## src/drive_input_defs.svh

```systemverilog
`ifndef DRIVE_INPUT_DEFS_SVH
`define DRIVE_INPUT_DEFS_SVH

// ****************************************************************
// terminal function slots
// ****************************************************************
`define FN_SEL_W1       0
`define FN_SEL_W2       1
`define FN_SEL_W4       2
`define FN_SEL_W8       3
`define FN_RAMP_SEL     4
`define FN_HOLD         5
`define FN_COAST        6
`define FN_ALARM_RESET  7
`define FN_TRIP         8
`define FN_JOG_READY    9
`define FN_FREQ_SEL     10
`define FN_MOTOR_SEL    11
`define FN_RUN_FWD      12
`define FN_RUN_BWD      13
`define FN_COUNT        14

// ****************************************************************
// settings and timing
// ****************************************************************
`define RUN_SRC_TERMINAL 2'h1
`define PRESET_NONE      4'h0
`define SYNC_STAGES      2
`define CORE_CLK_HZ      200000000
`define JOG_WINDOW_MS    100
`define JOG_WINDOW_CYCLES ((`CORE_CLK_HZ / 1000) * `JOG_WINDOW_MS)

`endif

```

## src/drive_input_pkg.sv

```systemverilog
`default_nettype none

package drive_input_pkg;

	typedef struct packed {
		logic       use_preset;
		logic [3:0] preset_index;
		logic       freq_source_two;
		logic       ramp_set_two;
		logic       inch;
	} speed_cmd_t;

	typedef enum logic [1:0] {
		ST_IDLE     = 2'b00,
		ST_NORMAL   = 2'b01,
		ST_INCH     = 2'b10,
		ST_KEY_INCH = 2'b11
	} run_state_t;

endpackage

`default_nettype wire

```

## src/drive_input_command_logic.sv

```systemverilog
// Behaviour
// index zero follows normal frequency source; 1..15 select stored preset
// preset select inputs weigh 1, 2, 4 and 8; all on gives preset 15
// ramp select off uses time set 1, on uses time set 2
// ramp select unassigned always uses time set 1
// hold on latches first forward/backward run edge; hold off releases it
// hold unassigned gives two-wire run, only while a run input is on
// coast stop disables output at once and raises no alarm
// reset rising edge clears relay; falling edge clears display and hold
// other party holds reset on at least 10 ms, off normally
// external trip disables output, shows alarm, drives relay, latched until reset
// jog-ready input puts the block into jog readiness
// keypad combo toggles jog readiness unless run source setting is 1
// jogging uses the inch frequency and inch ramp time
// keypad jogging runs only while run key stays pressed
// jog readiness changes only while the motor is stopped
// jog and run within 100 ms start jogging; else normal run
// frequency source select off follows source one, on source two
// frequency source select unassigned always follows source one
// motor select switches to motor 2 only when stopped; output shows it
// motor select unassigned selects motor 1
// switching motor swaps the active motor parameter set
// each input configurable active high or active low
// every terminal input is synchronised before decoding
`timescale 1ns/1ps
`include "drive_input_defs.svh"
`default_nettype none

module drive_input_command_logic #(
	parameter int unsigned JOG_WINDOW_CYCLES = `JOG_WINDOW_CYCLES,
	parameter int unsigned SYNC_STAGES       = `SYNC_STAGES
) (
	input  wire logic                         CORE_CLK_I,
	input  wire logic                         RST_B_I,
	input  wire logic [`FN_COUNT-1:0]         TERMINAL_I,
	input  wire logic [`FN_COUNT-1:0]         FUNC_ASSIGNED_I,
	input  wire logic [`FN_COUNT-1:0]         FUNC_ACTIVE_LOW_I,
	input  wire logic [1:0]                   RUN_SOURCE_SETTING_I,
	input  wire logic                         KEY_JOG_COMBO_I,
	input  wire logic                         KEY_RUN_I,
	input  wire logic                         MOTOR_STOPPED_I,
	output drive_input_pkg::speed_cmd_t       SPEED_CMD_O,
	output logic                              RUN_O,
	output logic                              RUN_BACKWARD_O,
	output logic                              OUTPUT_ENABLE_O,
	output logic                              ALARM_RELAY_OUT_O,
	output logic                              ALARM_DISPLAY_O,
	output logic                              ALARM_HOLD_O,
	output logic                              SECOND_MOTOR_ACTIVE_OUT_O,
	output logic                              MOTOR_PARAM_SET_O
);
	import drive_input_pkg::*;

	localparam int WIN_W = $clog2(JOG_WINDOW_CYCLES + 1);

	if (SYNC_STAGES < 2 || JOG_WINDOW_CYCLES < 1) begin : g_bad_param
		$error("sync stages below two or empty jog window");
	end

	// ****************************************************************
	// input synchronisers and sense selection
	// ****************************************************************
	logic [SYNC_STAGES-1:0] sync_ff [`FN_COUNT];
	logic [`FN_COUNT-1:0]   act;
	logic [`FN_COUNT-1:0]   act_prev_ff;
	logic [`FN_COUNT-1:0]   rise;
	logic [`FN_COUNT-1:0]   fall;

	for (genvar i = 0; i < `FN_COUNT; i++) begin : g_sync
		always_ff @(posedge CORE_CLK_I) begin
			if (!RST_B_I) begin
				// reset to the idle sense so no false edge or trip follows reset
				sync_ff[i] <= {SYNC_STAGES{FUNC_ACTIVE_LOW_I[i]}};
			end else begin
				sync_ff[i] <= {sync_ff[i][SYNC_STAGES-2:0], TERMINAL_I[i]};
			end
		end
		// unassigned functions read as inactive
		assign act[i] = (sync_ff[i][SYNC_STAGES-1] ^ FUNC_ACTIVE_LOW_I[i]) & FUNC_ASSIGNED_I[i];
	end

	assign rise = act & ~act_prev_ff;
	assign fall = ~act & act_prev_ff;

	// ****************************************************************
	// state
	// ****************************************************************
	run_state_t       run_state_ff, nxt_run_state;
	logic [WIN_W-1:0] win_cnt_ff, nxt_win_cnt;
	logic             latch_run_ff, nxt_latch_run;
	logic             latch_bwd_ff, nxt_latch_bwd;
	logic             jog_ready_ff, nxt_jog_ready;
	logic             key_combo_prev_ff;
	logic             trip_ff, nxt_trip;
	logic             relay_ff, nxt_relay;
	logic             display_ff, nxt_display;
	logic             motor2_ff, nxt_motor2;
	logic             out_en_ff, nxt_out_en;
	logic             run_bwd_ff, nxt_run_bwd;
	speed_cmd_t       speed_ff, nxt_speed;
	logic             three_wire;
	logic             run_req;
	logic             run_bwd_req;
	logic             combo_rise;
	logic             keypad_src;

	assign three_wire = FUNC_ASSIGNED_I[`FN_HOLD];
	assign combo_rise = KEY_JOG_COMBO_I & ~key_combo_prev_ff;
	assign keypad_src = RUN_SOURCE_SETTING_I != `RUN_SRC_TERMINAL;

	// ****************************************************************
	// run command, three-wire latch and jog readiness
	// ****************************************************************
	always_comb begin
		nxt_latch_run = latch_run_ff;
		nxt_latch_bwd = latch_bwd_ff;
		if (!act[`FN_HOLD]) begin
			nxt_latch_run = 1'b0;
		end else if (!latch_run_ff && (rise[`FN_RUN_FWD] || rise[`FN_RUN_BWD])) begin
			nxt_latch_run = 1'b1;
			nxt_latch_bwd = rise[`FN_RUN_BWD] & ~rise[`FN_RUN_FWD];
		end
		run_req     = three_wire ? latch_run_ff : (act[`FN_RUN_FWD] | act[`FN_RUN_BWD]);
		run_bwd_req = three_wire ? latch_bwd_ff : (act[`FN_RUN_BWD] & ~act[`FN_RUN_FWD]);

		nxt_jog_ready = jog_ready_ff;
		if (MOTOR_STOPPED_I && run_state_ff == ST_IDLE) begin
			if (act[`FN_JOG_READY]) begin
				nxt_jog_ready = 1'b1;
			end else if (!keypad_src || fall[`FN_JOG_READY]) begin
				nxt_jog_ready = 1'b0;
			end else if (combo_rise) begin
				nxt_jog_ready = ~jog_ready_ff;
			end
		end

		nxt_run_state = run_state_ff;
		nxt_win_cnt   = win_cnt_ff;
		nxt_run_bwd   = run_bwd_ff;
		unique case (run_state_ff)
			ST_IDLE: begin
				if (jog_ready_ff && keypad_src && KEY_RUN_I) begin
					nxt_run_state = ST_KEY_INCH;
					nxt_run_bwd   = 1'b0;
				end else if (run_req) begin
					nxt_run_bwd = run_bwd_req;
					if (jog_ready_ff || act[`FN_JOG_READY]) begin
						nxt_run_state = ST_INCH;
					end else begin
						nxt_run_state = ST_NORMAL;
						nxt_win_cnt   = WIN_W'(JOG_WINDOW_CYCLES);
					end
				end
			end
			ST_NORMAL: begin
				if (!run_req) begin
					nxt_run_state = ST_IDLE;
					nxt_win_cnt   = '0;
				end else if (win_cnt_ff != '0 && rise[`FN_JOG_READY]) begin
					nxt_run_state = ST_INCH;
					nxt_win_cnt   = '0;
				end else if (win_cnt_ff != '0) begin
					nxt_win_cnt = win_cnt_ff - WIN_W'(1);
				end
			end
			ST_INCH: begin
				if (!run_req) begin
					nxt_run_state = ST_IDLE;
				end
			end
			ST_KEY_INCH: begin
				if (!KEY_RUN_I) begin
					nxt_run_state = ST_IDLE;
				end
			end
		endcase
	end

	always_ff @(posedge CORE_CLK_I) begin
		if (!RST_B_I) begin
			run_state_ff      <= ST_IDLE;
			win_cnt_ff        <= '0;
			latch_run_ff      <= 1'b0;
			latch_bwd_ff      <= 1'b0;
			jog_ready_ff      <= 1'b0;
			key_combo_prev_ff <= 1'b0;
			act_prev_ff       <= '0;
			run_bwd_ff        <= 1'b0;
		end else begin
			run_state_ff      <= nxt_run_state;
			win_cnt_ff        <= nxt_win_cnt;
			latch_run_ff      <= nxt_latch_run;
			latch_bwd_ff      <= nxt_latch_bwd;
			jog_ready_ff      <= nxt_jog_ready;
			key_combo_prev_ff <= KEY_JOG_COMBO_I;
			act_prev_ff       <= act;
			run_bwd_ff        <= nxt_run_bwd;
		end
	end

	// ****************************************************************
	// alarm, output enable, motor and speed selection
	// ****************************************************************
	always_comb begin
		nxt_trip    = trip_ff;
		nxt_relay   = relay_ff;
		nxt_display = display_ff;
		if (rise[`FN_ALARM_RESET]) begin
			nxt_relay = 1'b0;
		end
		if (fall[`FN_ALARM_RESET]) begin
			nxt_trip    = 1'b0;
			nxt_display = 1'b0;
		end
		// a trip in the clearing cycle wins
		if (act[`FN_TRIP]) begin
			nxt_trip    = 1'b1;
			nxt_relay   = 1'b1;
			nxt_display = 1'b1;
		end
		nxt_out_en = ~(act[`FN_COAST] | act[`FN_TRIP] | nxt_trip);

		nxt_motor2 = motor2_ff;
		if (MOTOR_STOPPED_I && run_state_ff == ST_IDLE) begin
			nxt_motor2 = act[`FN_MOTOR_SEL];
		end

		nxt_speed.preset_index    = {act[`FN_SEL_W8], act[`FN_SEL_W4],
			act[`FN_SEL_W2], act[`FN_SEL_W1]};
		nxt_speed.use_preset      = nxt_speed.preset_index != `PRESET_NONE;
		nxt_speed.freq_source_two = act[`FN_FREQ_SEL];
		nxt_speed.ramp_set_two    = act[`FN_RAMP_SEL];
		nxt_speed.inch            = nxt_run_state == ST_INCH || nxt_run_state == ST_KEY_INCH;
	end

	always_ff @(posedge CORE_CLK_I) begin
		if (!RST_B_I) begin
			trip_ff    <= 1'b0;
			relay_ff   <= 1'b0;
			display_ff <= 1'b0;
			out_en_ff  <= 1'b0;
			motor2_ff  <= 1'b0;
			speed_ff   <= '0;
		end else begin
			trip_ff    <= nxt_trip;
			relay_ff   <= nxt_relay;
			display_ff <= nxt_display;
			out_en_ff  <= nxt_out_en;
			motor2_ff  <= nxt_motor2;
			speed_ff   <= nxt_speed;
		end
	end

	assign SPEED_CMD_O               = speed_ff;
	assign RUN_O                     = run_state_ff != ST_IDLE;
	assign RUN_BACKWARD_O            = run_bwd_ff;
	assign OUTPUT_ENABLE_O           = out_en_ff;
	assign ALARM_RELAY_OUT_O         = relay_ff;
	assign ALARM_DISPLAY_O           = display_ff;
	assign ALARM_HOLD_O              = trip_ff;
	assign SECOND_MOTOR_ACTIVE_OUT_O = motor2_ff;
	assign MOTOR_PARAM_SET_O         = motor2_ff;
endmodule

`default_nettype wire

```

## config.mk

```make
export PLATFORM = sky130hd
export DESIGN_NAME = drive_input_command_logic
export DESIGN_NICKNAME = d
export VERILOG_FILES = /design/src/drive_input_pkg.sv /design/src/drive_input_command_logic.sv
export VERILOG_INCLUDE_DIRS = /design/src
export SDC_FILE = /design/constraint.sdc
export NUM_CORES = 1
export LEC_CHECK = 0
export BUFFER_PORTS_ARGS = -buffer_cell sky130_fd_sc_hd__buf_4
export CORE_MARGIN = 1.5
export CORE_UTILIZATION = 55
export DETAILED_ROUTE_END_ITERATION = 16
export PLACE_DENSITY = 0.83
export SYNTH_ARGS = -nofsm -noshare
export SYNTH_HDL_FRONTEND = slang
export SYNTH_SLANG_ARGS = --single-unit
```

## constraint.sdc

```tcl
create_clock -name CORE_CLK_I -period 3.3 [get_ports CORE_CLK_I]
set_input_delay 0.495 -clock CORE_CLK_I [delete_from_list [all_inputs] [get_ports CORE_CLK_I]]
set_output_delay 0.495 -clock CORE_CLK_I [all_outputs]
set_load 0.1 [all_outputs]
```

[Yosys cells after proc, flatten, opt, wreduce, memory -nomap -nowiden]
Memories as Yosys holds them, arrays and structs flattened.
Cells that the tools add are included.
Storage, ports and cells
  flip-flop bits (word level): 59
  latch bits: 0
  memory bits (writable): 28
  ROM bits: 0
  input port bits: 49
  output and inout bits: 16
  logic and storage cells: 156
  memories kept: 1
Memory list
  sync_ff: depth 14, width 2, rd ports 14, clocked after Yosys merged registers in 0, wr ports 14, line drive_input_command_logic.sv:63  | logic [SYNC_STAGES-1:0] sync_ff [`FN_COUNT];
Operators by class
  $add $sub $neg: 1
  $mul: 0
  divide/modulo/power cells: 0
  $lt $le $gt $ge: 0
  equal/unequal tests: 10
  shift-type cells: 0
  mux-type cells: 44
  bitwise operators: 57
  reductions and logical operators: 25
Operators with widths (number)
  25-bit 2-to-1 mux: 6
  25-bit case mux with 2 select lines: 1
  2-bit 2-to-1 mux: 21
  25-bit nonzero test: 1
  25-bit by 1-bit subtractor with 25-bit output, second input constant: 1
  1-bit AND: 17
  1-bit OR: 17
  1-bit 2-to-1 mux: 15
  14-bit AND: 1
  14-bit inverter: 1
  1-bit XOR: 14
  10-bit AND: 1
  10-bit inverter: 1
  2-bit nonzero test: 5
  2-bit == test, second input constant: 4
  2-bit case mux with 4 select lines: 1
  2-bit AND reduction: 4
  2-bit != test, second input constant: 3
  1-bit logical AND: 5
  1-bit inverter: 5
  5-bit AND reduction: 1
  1-bit logical OR: 4
  4-bit != test, second input constant: 1
  4-bit nonzero test: 1
  5 further kinds: 6

[Logic depth before layout (Yosys ltp)]
Gate-level depths: netlist of run 1.
  depth in word-level cells: 9
  depth in mapped cells: 9
  gate-level depth less buffers: 7

[Worst setup path before layout of run 1]
OpenSTA, ideal clock, no wires.
  path type: reg2reg
  start: register win_cnt_ff[11]
  end: register win_cnt_ff[15]
  library setup time: 0.081 ns
  data arrival time: 2.738 ns
  required time: 3.219 ns
  slack: 0.480 ns
  stages on the path, launching flop included: 9
  buffers on the path: 3
  period minus slack after synthesis: 2.820 ns
  cells stage by stage: dfxtp_1 -> or4_4 -> or4_1 -> clkbuf_1 -> o41a_1 -> or3_1 -> buf_2 -> buf_6 -> o221ai_2
On the way
  cells in the longest elaborated chain, start to end: 5
  elaborated cells on any way between the ends: 9
  classes of those cells: 1 x add/sub; 1 x eq/ne; 4 x mux; 3 x reduce/logical
Ends and longest elaborated chain
  start, declared: line drive_input_command_logic.sv:89  | logic [WIN_W-1:0] win_cnt_ff, nxt_win_cnt;
  start signal, assigned: line drive_input_command_logic.sv:191  | win_cnt_ff <= nxt_win_cnt;
  25-bit by 1-bit subtractor with 25-bit output / 25-bit nonzero test (equally long branches): line drive_input_command_logic.sv:163, drive_input_command_logic.sv:159, drive_input_command_logic.sv:162
  25-bit 2-to-1 mux / 1-bit logical AND (equally long branches): line drive_input_command_logic.sv:162, drive_input_command_logic.sv:159
  25-bit 2-to-1 mux: line drive_input_command_logic.sv:159  | end else if (win_cnt_ff != '0 && rise[`FN_JOG_READY]) begin
  25-bit 2-to-1 mux: line drive_input_command_logic.sv:156  | if (!run_req) begin
  25-bit case mux with 2 select lines: line drive_input_command_logic.sv:140  | unique case (run_state_ff)
Several ways; a longest one is shown, not always the timed one. The select of a mux whose other input is x is not followed.
A chain may end at the register's enable or synchronous reset.

[Worst setup path after layout of run 1]
  start: register win_cnt_ff[11]
  end: register win_cnt_ff[6]
On the way
  cells in the longest elaborated chain, start to end: 5
  elaborated cells on any way between the ends: 7
  classes of those cells: 1 x eq/ne; 3 x mux; 3 x reduce/logical
Ends and longest elaborated chain (line)
  25-bit nonzero test *: drive_input_command_logic.sv:159, drive_input_command_logic.sv:162
  1-bit logical AND: drive_input_command_logic.sv:159
  25-bit 2-to-1 mux: drive_input_command_logic.sv:159
  25-bit 2-to-1 mux: drive_input_command_logic.sv:156
  25-bit case mux with 2 select lines: drive_input_command_logic.sv:140
Every way passes the cells marked *; elsewhere a longest branch is shown, timed or not.

==> results by group, run 1 <==
Placement
  • Placed cell count: 555
  • DP HPWL: ~6000 um
  • Port Buffer Count: 64
  • Placed Area: 0.00409 mm2
  • Placer congestion estimate: ~0.90
  • Dpl ws: ~0.33 ns

Route
  • DR iter-0 viols: between 300 and 400
  • DR DRC count: 0
  • Vias after detailed routing: between 3k and 4k
  • Routed len/inst: 14.7 um
  • Routed vias/inst: approximately 6.0
  • WL final: about 8400 um
  • Antenna-violating nets left: 0
  • DRT Pass-1 Iters: 5

Timing
  • Setup ws final: 0.300 ns
  • RSZ-0062 raised after global routing: no
  • Hold slack: around 0.33 ns
  • Tmin final: approximately 3 ns
  • Pins Over Slew Limit: 0
  • Period utilization: 0.909
  • Worst Skew: between 0.006 and 0.007 ns
  • Worst-Margin Slew: slightly below 0.8 ns
  • Worst slew margin: 0.471
  • Fin Setup TNS: 0 ns
  • Fmax: about 330 MHz
  • Setup violations, final: 0
  • Final Hold Fails: 0

Synth
  • Yosys warns: 0
  • Synth async-reset ratio: 0
  • Post-Synthesis Cell Area: about 0.0036 mm2
  • Library cells used by synthesis: 54
  • Syn_area_per_cell: just over 8 um2
  • Post-synth top area share: 0.433
  • Synth Register Bits: 77
  • EDFF count, synth: 0
  • Mapped Nets: 480
  • Seq/Total Area, Yosys: 0.433
  • Leading area contributor after synthesis: dfxtp_1
  • Post-Syn Instances: 429
  • Post-synth top flop: dfxtp_1
  • Top cells by area, synth: dfxtp_1 43%, nand2_1 9.5%, xor2_1 3.2%

Critical path
  • Critical Path AT: about 3.3 ns
  • R2R depth: 5
  • Crit-path max FO: 14
  • R2r endpoint: win_cnt_ff[6]$_SDFFE_PN0P_
  • Family with the most delay on the worst path: simple AND/OR/NAND/NOR gates
  • CP cell instances: or4_4 > or4_1 > o41a_1 > or3_1 > o221ai_1
  • Crit path required time: about 3.6 ns
  • WP buf/inv: 0
  • Critical path class: reg2reg
  • CP max stage delay: roughly 0.62 ns
  • CP max-delay cell: or3_1
  • R2R Path Start: win_cnt_ff[11]$_SDFFE_PN0P_
  • Startpoint types: flip-flop
  • FF-to-FF setup slack: around 0.3 ns
  • CP Capture Type: flip-flop

Final layout
  • Layout cells sized above 1: 0.219
  • Antenna diodes: 0
  • Layout Cells excl Fill: between 500 and 600
  • Multi-input gate area in the final layout: around 0.0018 mm2
  • Fin nets: 540
  • Commonest non-fill, non-tap cells in the layout: 90 x nand2_1, 77 x dfxtp_1, 76 x buf_4
  • Syn-to-layout area delta: 22.2%
  • Most common cell after layout, fill and taps aside: nand2_1
  • Final instance area: around 0.0044 mm2
  • Layout fillers: approximately 530
  • Reg area: 0.00154 mm2

Worst hold path
  • Hold Path Class: in2reg
  • Hold_sp: TERMINAL_I[8]
  • Hold depth: 3
  • Hold path endpoint: sync_ff[1][0]$_DFF_P_

Power
  • Clk pwr share: 0.297
  • PD cells: roughly 720 mW/mm2
  • Reg power frac: 0.356
  • Power Internal: approximately 2000 uW
  • Net Sw Frac: 0.363
  • Leakage power: just under 0.002 uW
  • Logic gate share of total power: 0.347
  • Psw: approximately 1100 uW
  • Max IR drop VDD: about 0.42 mV

CTS
  • Clk Latency, worst-skew pair: around 0.35 ns
  • Max clock buf depth: 2
  • Cts hold-fix bufs: 0
  • CTS clk-pin slew, worst paths: 0.08 ns
  • CTS buffer count: 9
  • Post-CTS sizing: 0
  • Root Buffer: clkbuf_8
  • CTS Sinks: 77
  • TritonCTS clock tree: built
  • Depth of the CTS H-tree: 3
  • Postcts setup bufs: 0

Die
  • Initial Utilization: 0.564
  • Core area: about 0.0063 mm2
  • Die Y: 83.5 um
  • Io pins: 65
  • Row Count: 29
  • Die Wd: 83.5 um
  • Die Area: around 0.007 mm2

GRT
  • GRT overflow: 0
  • First-pass GRT wire length: 14,700 um
  • Vias in the first global route: 3,337
  • Largest net degree at the start of global routing: 43
  • Initial antenna violation count: 0
  • Global-route usage over all layers: 0.257

Flow run
  • Max-cap violation count: 0

Status
  • Status: completed
==> routing by layer <==
metal,track usage,wire length (um),vias to the layer above
li1,-,-,1663
met1,0.310,3500,1578
met2,0.422,3960,157
met3,0.0870,764,19
met4,0.103,150,0
met5,0,0,-
==> worst min-delay path: stages <==
cell	delay [ns]
buf_4	0.07
nand2_1	0.04
nand2_1	0.05
==> power by group through the flow <==
stage | Clock (uW) | Sequential (uW) | Combinational (uW)
3_5_place_dp | 0 | 1130 | 1060
4_1_cts | 944 | 1110 | 1060
5_1_grt | 987 | 1120 | 1170
6_report | 926 | 1110 | 1080
2_1_floorplan | 0 | 1190 | 730
3_3_place_gp | 0 | 1120 | 1040
==> cell usage after synthesis, types with 3 or more instances <==
library cell	instances
a211oi_1	8
a21oi_1	15
a311oi_1	3
a31oi_1	7
and3_1	8
buf_4	7
clkbuf_1	16
dfxtp_1	77
inv_1	18
nand2_1	90
nand2b_1	7
nand3_1	19
nand4_1	10
nand4b_1	3
nor2_1	17
nor3_1	18
nor4_1	11
o211ai_2	4
o21ai_0	8
o221ai_1	4
o221ai_2	4
o31ai_1	4
or2_2	3
or3_1	9
or4_1	7
xor2_1	13
==> cells by family after synthesis <==
| group | Yosys count | synth area share |
|---|---|---|
| AOI/OAI and AO/OA | 79 | 0.175 |
| xor gates and xnor gates | 14 | 0.0344 |
| adders and majority gates | 2 | 0.00703 |
| and+or+nand+nor | 212 | 0.293 |
| buffers and inverters | 45 | 0.0573 |
| DFF | 77 | 0.433 |
==> per-stage QoR <==
stage | util | total power [uW]
6_report | 0.689 | 3110
5_1_grt | 0.689 | 3280
4_1_cts | 0.689 | 3110
3_5_place_dp | 0.648 | 2180
3_3_place_gp | 0.648 | 2160
2_1_floorplan | - | 1920
==> sequential cells by signal (all words and copies together), names as in the netlist <==
| name | cells |
|---|---|
| latch_run_ff | 1 |
| ALARM_RELAY_OUT_O | 1 |
| run_state_ff | 2 |
| MOTOR_PARAM_SET_O | 1 |
| key_combo_prev_ff | 1 |
| SPEED_CMD_O | 5 |
| act_prev_ff | 7 |
| win_cnt_ff | 25 |
| sync_ff | 28 |
| ALARM_HOLD_O | 1 |
| jog_ready_ff | 1 |
| ALARM_DISPLAY_O | 1 |
| OUTPUT_ENABLE_O | 1 |
| RUN_BACKWARD_O | 1 |
| latch_bwd_ff | 1 |
==> worst max-delay path by stage <==
stage,start,endpoint,cells past startpoint
finish,win_cnt_ff[11]$_SDFFE_PN0P_,win_cnt_ff[6]$_SDFFE_PN0P_,5
global route,win_cnt_ff[11]$_SDFFE_PN0P_,win_cnt_ff[4]$_SDFFE_PN0P_,5
CTS,win_cnt_ff[11]$_SDFFE_PN0P_,win_cnt_ff[6]$_SDFFE_PN0P_,5
detailed placement,win_cnt_ff[11]$_SDFFE_PN0P_,win_cnt_ff[6]$_SDFFE_PN0P_,5
global placement,win_cnt_ff[11]$_SDFFE_PN0P_,win_cnt_ff[4]$_SDFFE_PN0P_,5
floorplan,win_cnt_ff[11]$_SDFFE_PN0P_,win_cnt_ff[15]$_SDFFE_PN0P_,8
==> final cells by class <==
cell class | instances | area share
flip-flops and latches | 77 | 0.354
clock inverters | 6 | 0.0308
clock buffers | 10 | 0.0293
repair buffers | 76 | 0.131
multi-input cells | 307 | 0.417
well taps | 77 | 0.0221
inverters | 18 | 0.0155
(Power assumes the default switching activity.)
==> run 2: changes to the inputs <==
--- a/config.mk
+++ b/config.mk
@@ -6,11 +6,12 @@
 export SDC_FILE = /design/constraint.sdc
 export NUM_CORES = 1
 export LEC_CHECK = 0
+export ABC_AREA = 1
 export BUFFER_PORTS_ARGS = -buffer_cell sky130_fd_sc_hd__buf_4
 export CORE_MARGIN = 1.5
 export CORE_UTILIZATION = 55
 export DETAILED_ROUTE_END_ITERATION = 16
-export PLACE_DENSITY = 0.83
+export PLACE_DENSITY = 0.82
 export SYNTH_ARGS = -nofsm -noshare
 export SYNTH_HDL_FRONTEND = slang
 export SYNTH_SLANG_ARGS = --single-unit
==> run 2 against run 1 <==
Sequential power shrank 4%. Clock power fell by 25%. Combinational power fell by 19%. Register-to-register slack better by 1.1 ns. Global-route usage is 2.4 points lower. Core utilization fell by 3.2 points. Synthesized cell count increased by 28%. Sequential share of layout area decreased by 0.73 points. First-iteration DRC count down 42%. Via count up 2.0%. Flip-flop and latch count stayed put. Area after synthesis increased by 7.4%.
==> results by group, run 2 <==
Timing
  • Worst Skew: 0.00643 ns (was 0.00638 ns)
  • Worst-Margin Slew: 0.861 ns (was 0.786 ns)
  • RSZ-0062 raised after global routing: no (unchanged)
  • Worst slew margin: 0.425 (was 0.471)
  • Final Hold Fails: 0 (unchanged)
  • Fmax: 515 MHz (was 333 MHz)
  • Pins Over Slew Limit: 0 (unchanged)
  • Fin Setup TNS: 0 ns (unchanged)
  • Tmin final: 1.94 ns (was 3.00 ns)
  • Setup violations, final: 0 (unchanged)
  • Period utilization: 0.588 (was 0.909)

Critical path
  • R2r endpoint: win_cnt_ff[18]$_SDFFE_PN0P_ (was win_cnt_ff[6]$_SDFFE_PN0P_)
  • R2R depth: 8 (was 5)
  • Critical path class: reg2reg (unchanged)
  • Critical Path AT: 2.21 ns (was 3.26 ns)
  • Crit-path max FO: 10 (was 14)
  • Crit path required time: 3.57 ns (was 3.56 ns)
  • Startpoint types: flip-flop (unchanged)
  • CP Capture Type: flip-flop (unchanged)
  • FF-to-FF setup slack: 1.36 ns (was 0.30 ns)
  • R2R Path Start: run_state_ff[0]$_SDFF_PN0_ (was win_cnt_ff[11]$_SDFFE_PN0P_)

Route
  • Max layer used: met4 (unchanged)
  • Routed len/inst: 11.6 um (was 14.7 um)
  • Wire length on met3: 472 um (was 764 um)
  • Routed vias/inst: 5.06 (was 5.98)
  • Vias after detailed routing: 3,485 (was 3,417)
  • DR DRC count: 0 (unchanged)
  • DRT Pass-1 Iters: 4 (was 5)
  • WL final: 7990 um (was 8370 um)
  • M1 WL: 3600 um (was 3500 um)
  • Met2 WL: 3780 um (was 3960 um)
  • DR iter-0 viols: 179 (was 311)
  • Antenna-violating nets left: 0 (unchanged)

Synth
  • Post-Syn Instances: 551 (was 429)
  • Seq/Total Area, Yosys: 0.403 (was 0.433)
  • Post-Synthesis Cell Area: 0.00382 mm2 (was 0.00356 mm2)
  • Most frequent cells after synthesis: 171 x nand2_1, 83 x nor2_1, 77 x dfxtp_1 (was 90 x nand2_1, 77 x dfxtp_1, 19 x nand3_1)
  • Synth Register Bits: 77 (unchanged)
  • Syn_area_per_cell: 6.94 um2 (was 8.30 um2)
  • Most numerous cell in the Yosys netlist: nand2_1 (unchanged)
  • Mapped Nets: 602 (was 480)
  • Top cells by area, synth: dfxtp_1 40%, nand2_1 17%, nor2_1 8.1% (was dfxtp_1 43%, nand2_1 9.5%, xor2_1 3.2%)
  • Synth async-reset ratio: 0 (unchanged)
  • EDFF count, synth: 0 (unchanged)
  • Leading area contributor after synthesis: dfxtp_1 (unchanged)
  • Yosys warns: 0 (unchanged)
  • Post-synth top flop: dfxtp_1 (unchanged)
  • Library cells used by synthesis: 36 (was 54)
  • Post-synth top area share: 0.403 (was 0.433)

Die
  • Initial Utilization: 0.566 (was 0.564)
  • Die Wd: 86.4 um (was 83.5 um)
  • Die Area: 0.00746 mm2 (was 0.00697 mm2)
  • Io pins: 65 (unchanged)
  • Die Y: 86.4 um (was 83.5 um)
  • Row Count: 30 (was 29)
  • Core area: 0.00676 mm2 (was 0.00631 mm2)

Final layout
  • Most common cell after layout, fill and taps aside: nand2_1 (unchanged)
  • Syn-to-layout area delta: 16.2% (was 22.2%)
  • Layout cells sized above 1: 0.205 (was 0.219)
  • Largest Register: sync_ff (unchanged)
  • Fin nets: 656 (was 540)
  • Antenna diodes: 0 (unchanged)
  • Final Util: 0.658 (was 0.689)
  • Max FFs per register: 28 (unchanged)
  • Commonest non-fill, non-tap cells in the layout: 171 x nand2_1, 83 x nor2_1, 77 x dfxtp_1 (was 90 x nand2_1, 77 x dfxtp_1, 76 x buf_4)
  • Final instance area: 0.00444 mm2 (was 0.00435 mm2)
  • Top flop regs: sync_ff: 28 flops, win_cnt_ff: 25 flops, act_prev_ff: 7 flops (unchanged)

CTS
  • Postcts setup bufs: 0 (unchanged)
  • Root Buffer: clkbuf_8 (unchanged)
  • Depth of the CTS H-tree: 3 (unchanged)
  • CTS clk-pin slew, worst paths: 0.08 ns (about the same)
  • Cts hold-fix bufs: 0 (unchanged)
  • CTS buffer count: 9 (unchanged)
  • Clk Latency, worst-skew pair: 0.34 ns (was 0.35 ns)
  • CTS Sinks: 77 (unchanged)
  • Post-CTS sizing: 0 (unchanged)
  • TritonCTS clock tree: built (unchanged)
  • Max clock buf depth: 2 (unchanged)

Placement
  • DP HPWL: 5620 um (was 5960 um)
  • Placer congestion estimate: 0.825 (was 0.905)
  • Port Buffer Count: 64 (unchanged)
  • Placed Area: 0.00426 mm2 (was 0.00409 mm2)

Power
  • Logic gate share of total power: 0.331 (was 0.347)
  • PD cells: 594 mW/mm2 (was 716 mW/mm2)
  • Overall power: 2640 uW (was 3110 uW)
  • Clk pwr share: 0.263 (was 0.297)
  • Power Internal: 1640 uW (was 1980 uW)
  • Psw: 1000 uW (was 1130 uW)
  • Leakage power: 0.00220 uW (was 0.00193 uW)
  • Reg power frac: 0.406 (was 0.356)
  • Max IR drop VDD: 0.311 mV (was 0.418 mV)
  • Net Sw Frac: 0.380 (was 0.363)

GRT
  • First-pass GRT wire length: 14,100 um (was 14,700 um)
  • Initial antenna violation count: 0 (unchanged)
  • Largest net degree at the start of global routing: 47 (was 43)
  • GRT overflow: 0 (unchanged)
  • Global-route usage over all layers: 0.232 (was 0.257)
  • Vias in the first global route: 3,291 (was 3,337)

Worst hold path
  • Hold depth: 2 (was 3)
  • Hold_sp: FUNC_ACTIVE_LOW_I[10] (was TERMINAL_I[8])
  • Hold Path Class: in2reg (unchanged)
  • Hold path endpoint: act_prev_ff[10]$_SDFF_PN0_ (was sync_ff[1][0]$_DFF_P_)

Status
  • Status: completed (unchanged)

Flow run
  • Max-cap violation count: 0 (unchanged)
[run 2: changes by cell type in the layout (fill, tap and decap cells not counted), moves of 8 or more]
cell     previous run  this run
buf_4              76        64
nor3_1             18         3
nand2_2             0        13
nand3_1            19        27
nand2_1            90       171
a21oi_2             0        10
or3_1               9         0
nor2_1             17        83
and3_1              8         0
inv_1              18        48
nor4_1             11         0
[run 2: worst max path at each step]
| stage | cells after the start | startpoint | endpoint | slack (ns) |
|---|---|---|---|---|
| finish | 8 | run_state_ff[0]$_SDFF_PN0_ | win_cnt_ff[18]$_SDFFE_PN0P_ | 1.36 |
| global route | 8 | run_state_ff[0]$_SDFF_PN0_ | win_cnt_ff[1]$_SDFFE_PN0P_ | 1.16 |
| CTS | 8 | run_state_ff[0]$_SDFF_PN0_ | win_cnt_ff[18]$_SDFFE_PN0P_ | 1.38 |
| detailed placement | 9 | FUNC_ACTIVE_LOW_I[9] | win_cnt_ff[0]$_SDFFE_PN0P_ | 1.11 |
| global placement | 9 | FUNC_ACTIVE_LOW_I[9] | win_cnt_ff[5]$_SDFFE_PN0P_ | 1.20 |
| floorplan | 1 | MOTOR_PARAM_SET_O$_SDFFE_PN0P_ | SECOND_MOTOR_ACTIVE_OUT_O | 1.44 |
[run 2: critical path, cell delays in order (launching register included)]
cell and delay (ns):
dfxtp_1 0.46, inv_2 0.09, nor2_2 0.25, inv_2 0.17, nor2_1 0.29, nand2_1 0.22
nor2_1 0.18, nand2_2 0.07, a21oi_2 0.13
[run 2: logic make-up after synthesis]
logic type / Yosys count / share of synthesized area
DFF: 77 / 0.403
xor gates and xnor gates: 19 / 0.0435
adders and majority gates: 2 / 0.00654
AOI/OAI and AO/OA: 54 / 0.0890
and+or+nand+nor: 325 / 0.367
buffers and inverters: 74 / 0.0909
[run 2: through the flow]
| stage | worst slack [ns] | instances | hold WS [ns] |
|---|---|---|---|
| floorplan | 1.44 | 551 | 0.403 |
| global placement | 1.20 | 674 | 0.408 |
| detailed placement | 1.11 | 674 | 0.413 |
| CTS | 1.38 | 689 | 0.319 |
| global route | 1.16 | 689 | 0.331 |
| finish | 1.36 | 689 | 0.334 |
[run 2: routing by layer]
metal	vias to the layer above	track usage
met2	92	0.399
li1	1817	-
met5	-	0
met4	0	0.0982
met1	1561	0.279
met3	15	0.0524
[run 2: layout make-up]
type,count,area (um2)
flip-flops and latches,77,1540
fillers,596,2310
well taps,80,100
clock buffers,9,124
inverters,53,199
clock inverters,6,63.8
multi-input cells,400,1940
repair buffers,64,480
[run 2: power groups by stage]
| stage | sequential, uW | clock, uW | combinational (uW) |
|---|---|---|---|
| finish | 1070 | 693 | 875 |
| global route | 1080 | 753 | 971 |
| CTS | 1070 | 712 | 872 |
| detailed placement | 1090 | 0 | 867 |
| global placement | 1090 | 0 | 848 |
| floorplan | 1170 | 0 | 634 |
==> run 3: changes to the inputs <==
--- a/config.mk
+++ b/config.mk
@@ -6,12 +6,12 @@
 export SDC_FILE = /design/constraint.sdc
 export NUM_CORES = 1
 export LEC_CHECK = 0
-export ABC_AREA = 1
+export ABC_AREA = 0
 export BUFFER_PORTS_ARGS = -buffer_cell sky130_fd_sc_hd__buf_4
 export CORE_MARGIN = 1.5
-export CORE_UTILIZATION = 55
+export CORE_UTILIZATION = 50
 export DETAILED_ROUTE_END_ITERATION = 16
-export PLACE_DENSITY = 0.82
+export PLACE_DENSITY = 0.8
 export SYNTH_ARGS = -nofsm -noshare
 export SYNTH_HDL_FRONTEND = slang
 export SYNTH_SLANG_ARGS = --single-unit
==> constraint.sdc (replaced) <==
create_clock -name CORE_CLK_I -period 1.7 [get_ports CORE_CLK_I]
set_input_delay 0.255 -clock CORE_CLK_I [delete_from_list [all_inputs] [get_ports CORE_CLK_I]]
set_output_delay 0.255 -clock CORE_CLK_I [all_outputs]
set_load 0.1 [all_outputs]
==> run 3 against run 2 <==
The run now ends with setup timing left. Core utilization grew 8.1 points. First-iteration DRC count grew 95%. Clock-buffer cell count is the same. Combinational power grew to 3.8 times the previous value. Critical path depth shrank 2. Critical path type unchanged. Critical endpoint is now win_cnt_ff[7]$_SDFFE_PN0P_. Largest power group is now combinational logic. Highest routed layer unchanged.
==> results by group, run 3 (synthesis results as in run 1) <==
Final layout
  • Layout fillers: 492 (was 596)
  • Reg area: 0.00155 mm2 (was 0.00154 mm2)
  • Fin nets: 613 (was 656)
  • Max FFs per register: 28 (unchanged)
  • Largest Register: sync_ff (unchanged)
  • Multi-input gate area in the final layout: 0.00197 mm2 (was 0.00194 mm2)
  • Commonest non-fill, non-tap cells in the layout: 143 x buf_4, 90 x nand2_1, 73 x dfxtp_1 (was 171 x nand2_1, 83 x nor2_1, 77 x dfxtp_1)
  • Antenna diodes: 0 (unchanged)
  • Most common cell after layout, fill and taps aside: buf_4 (was nand2_1)
  • Final instance area: 0.00504 mm2 (was 0.00444 mm2)
  • Layout cells sized above 1: 0.369 (was 0.205)
  • Top flop regs: sync_ff: 28 flops, win_cnt_ff: 25 flops, act_prev_ff: 7 flops (unchanged)
  • Syn-to-layout area delta: 41.7% (was 16.2%)

GRT
  • GR Layer Usage met2: 0.455 (was 0.399)
  • Largest net degree at the start of global routing: 42 (was 47)
  • Vias in the first global route: 3,383 (was 3,291)
  • Initial antenna violation count: 0 (unchanged)
  • Met3 usage: 0.0701 (was 0.0524)
  • GRT overflow: 0 (unchanged)
  • First-pass GRT wire length: 15,500 um (was 14,100 um)
  • Layer with the highest usage: met2 (unchanged)
  • Met1 Track Usage GR: 0.311 (was 0.279)
  • Global-route usage over all layers: 0.262 (was 0.232)

CTS
  • CTS Sinks: 77 (unchanged)
  • Max clock buf depth: 2 (unchanged)
  • TritonCTS clock tree: built (unchanged)
  • Depth of the CTS H-tree: 3 (unchanged)
  • CTS clk-pin slew, worst paths: 0.09 ns (was 0.08 ns)
  • Clk Latency, worst-skew pair: 0.36 ns (was 0.34 ns)
  • CTS buffer count: 9 (unchanged)
  • Root Buffer: clkbuf_8 (unchanged)

Critical path
  • Worst setup path startpoint: win_cnt_ff[20]$_SDFFE_PN0P_ (was run_state_ff[0]$_SDFF_PN0_)
  • WP buf/inv: 1 (was 2)
  • CP max-delay cell: or4_4 (was dfxtp_1)
  • R2R depth: 6 (was 8)
  • End of the critical path: win_cnt_ff[7]$_SDFFE_PN0P_ (was win_cnt_ff[18]$_SDFFE_PN0P_)
  • Crit-path max FO: 7 (was 10)
  • FF-to-FF setup slack: -0.90 ns (was 1.36 ns)
  • Stages on worst setup path: 6 (was 8)
  • Cell mode on critical path: or4_4
  • CP max stage delay: 0.53 ns (was 0.46 ns)
  • Family with the most delay on the worst path: simple AND/OR/NAND/NOR gates (unchanged)
  • Critical Path AT: 2.88 ns (was 2.21 ns)
  • Crit path required time: 1.98 ns (was 3.57 ns)
  • Startpoint types: flip-flop (unchanged)
  • CP cell instances: or4_4 > or4_4 > o41a_1 > or3_4 > buf_12 > o221ai_4 (was inv_2 > nor2_2 > inv_2 > nor2_1 > nand2_1 > nor2_1 > nand2_2 > a21oi_2)
  • R2R Path Start: win_cnt_ff[20]$_SDFFE_PN0P_ (was run_state_ff[0]$_SDFF_PN0_)
  • Critical path class: reg2reg (unchanged)
  • R2r endpoint: win_cnt_ff[7]$_SDFFE_PN0P_ (was win_cnt_ff[18]$_SDFFE_PN0P_)
  • CP Capture Type: flip-flop (unchanged)

Placement
  • Placed Area: 0.00466 mm2 (was 0.00426 mm2)
  • Port Buffer Count: 64 (unchanged)
  • DP HPWL: 7090 um (was 5620 um)
  • Placer congestion estimate: 0.898 (was 0.825)

Timing
  • Pins Over Slew Limit: 0 (unchanged)
  • Fmax: 385 MHz (was 515 MHz)
  • Tmin final: 2.60 ns (was 1.94 ns)
  • Worst Skew: 0.00661 ns (was 0.00643 ns)
  • Final Hold Fails: 0 (unchanged)
  • RSZ-0062 raised after global routing: yes (was no)
  • Period utilization: 1.53 (was 0.588)
  • Setup violations, final: 28 (was 0)
  • Setup ws final: -0.899 ns (was 1.36 ns)
  • Worst slew margin: 0.529 (was 0.425)
  • Worst-Margin Slew: 0.701 ns (was 0.861 ns)
  • Fin Setup TNS: -22.14 ns (was 0 ns)

Power
  • PD cells: 1330 mW/mm2 (was 594 mW/mm2)
  • Leakage power: 0.00230 uW (was 0.00220 uW)
  • Max IR drop VDD: 0.738 mV (was 0.311 mV)

Route
  • Antenna-violating nets left: 0 (unchanged)
  • DR DRC count: 0 (unchanged)
  • Routed len/inst: 15.8 um (was 11.6 um)
  • Vias after detailed routing: 3,765 (was 3,485)
  • DRT Pass-1 Iters: 5 (was 4)
  • DR iter-0 viols: 349 (was 179)
  • WL final: 10,400 um (was 7990 um)
  • Routed vias/inst: 5.68 (was 5.06)

Die
  • Die Area: 0.00764 mm2 (was 0.00746 mm2)
  • Initial Utilization: 0.521 (was 0.566)
  • Die Wd: 87.4 um (was 86.4 um)
  • Die Y: 87.4 um (was 86.4 um)
  • Io pins: 65 (unchanged)
  • Core area: 0.00683 mm2 (was 0.00676 mm2)
  • Row Count: 30 (unchanged)

Status
  • Failing checks: setup timing
  • Status: finished with violations (was completed)

Flow run
  • Max-cap violation count: 0 (unchanged)

Worst hold path
  • Hold Path Class: in2reg (unchanged)
==> run 3: changes by cell type in the layout (fill, tap and decap cells not counted), sizes merged, moves of 9 or more <==
| cell | delta |
|---|---|
| nand2 | -96 |
| buf | +84 |
| nor2 | -74 |
| inv | -33 |
| a21oi | -16 |
| nor3 | +15 |
| nand3 | -13 |
| nor4 | +11 |
| or3 | +9 |
==> run 3: stage by stage <==
step                      cells  power (uW)  utilization  worst slack [ns]  hold slack [ns]
after floorplan             429        3750            -             -1.09            0.361
after global placement      642        4840        0.682            -0.885            0.406
after detailed placement    642        4910        0.682            -0.925            0.415
after CTS                   658        6380        0.718            -0.894           0.0732
after global routing        663        7000        0.738            -0.919           0.0754
final                       663        6720        0.738            -0.899           0.0809
==> run 3: how the worst min path moves through the flow <==
stage / from / endpoint / slack, ns / depth (start not counted)
final: TERMINAL_I[5] / sync_ff[0][10]$_DFF_P_ / 0.08 / 3
after global routing: TERMINAL_I[0] / sync_ff[0][0]$_DFF_P_ / 0.08 / 3
after CTS: TERMINAL_I[5] / sync_ff[0][10]$_DFF_P_ / 0.07 / 3
after detailed placement: sync_ff[1][10]$_DFF_P_ / sync_ff[1][11]$_DFF_P_ / 0.41 / 2
after global placement: sync_ff[0][10]$_DFF_P_ / sync_ff[0][11]$_DFF_P_ / 0.41 / 2
after floorplan: TERMINAL_I[8] / sync_ff[1][0]$_DFF_P_ / 0.36 / 2
==> run 3: worst register-to-register path, stage by stage, from the launching register on <==
cell      delay [ns]
dfxtp_2         0.34
or4_4           0.53
or4_4           0.45
o41a_1          0.43
or3_4           0.43
buf_12          0.17
o221ai_4        0.17
==> run 3: report_power, final <==
part / switching, uW / total, uW / internal, uW
Combinational: 1830 / 3310 / 1480
Sequential: 104 / 2110 / 2000
Clock: 756 / 1310 / 550
==> run 3: layout make-up <==
| cell class | instances | share of cell area |
|---|---|---|
| clock buffer | 9 | 0.0246 |
| clock inverter | 7 | 0.0109 |
| inverter | 18 | 0.0141 |
| multi-input combinational | 307 | 0.391 |
| sequential | 77 | 0.307 |
| tap | 96 | 0.0238 |
| timing repair buffer | 149 | 0.229 |
==> run 3: per-layer routing <==
metal  up-vias  part of all wire
li1       1806                 -
met1      1752              0.40
met2       173              0.50
met3        34             0.072
met4         0             0.023
met5         -                 0
==> run 3: repair_timing <==
item                                    CTS  global route
cloned                                    0             2
hold endpoints to repair                  0             0
gates resized for setup                  13            20
pin swaps                                 4            13
endpoints found under the setup margin   28            28
hold buffers                              0             0
setup buffers                             0             3
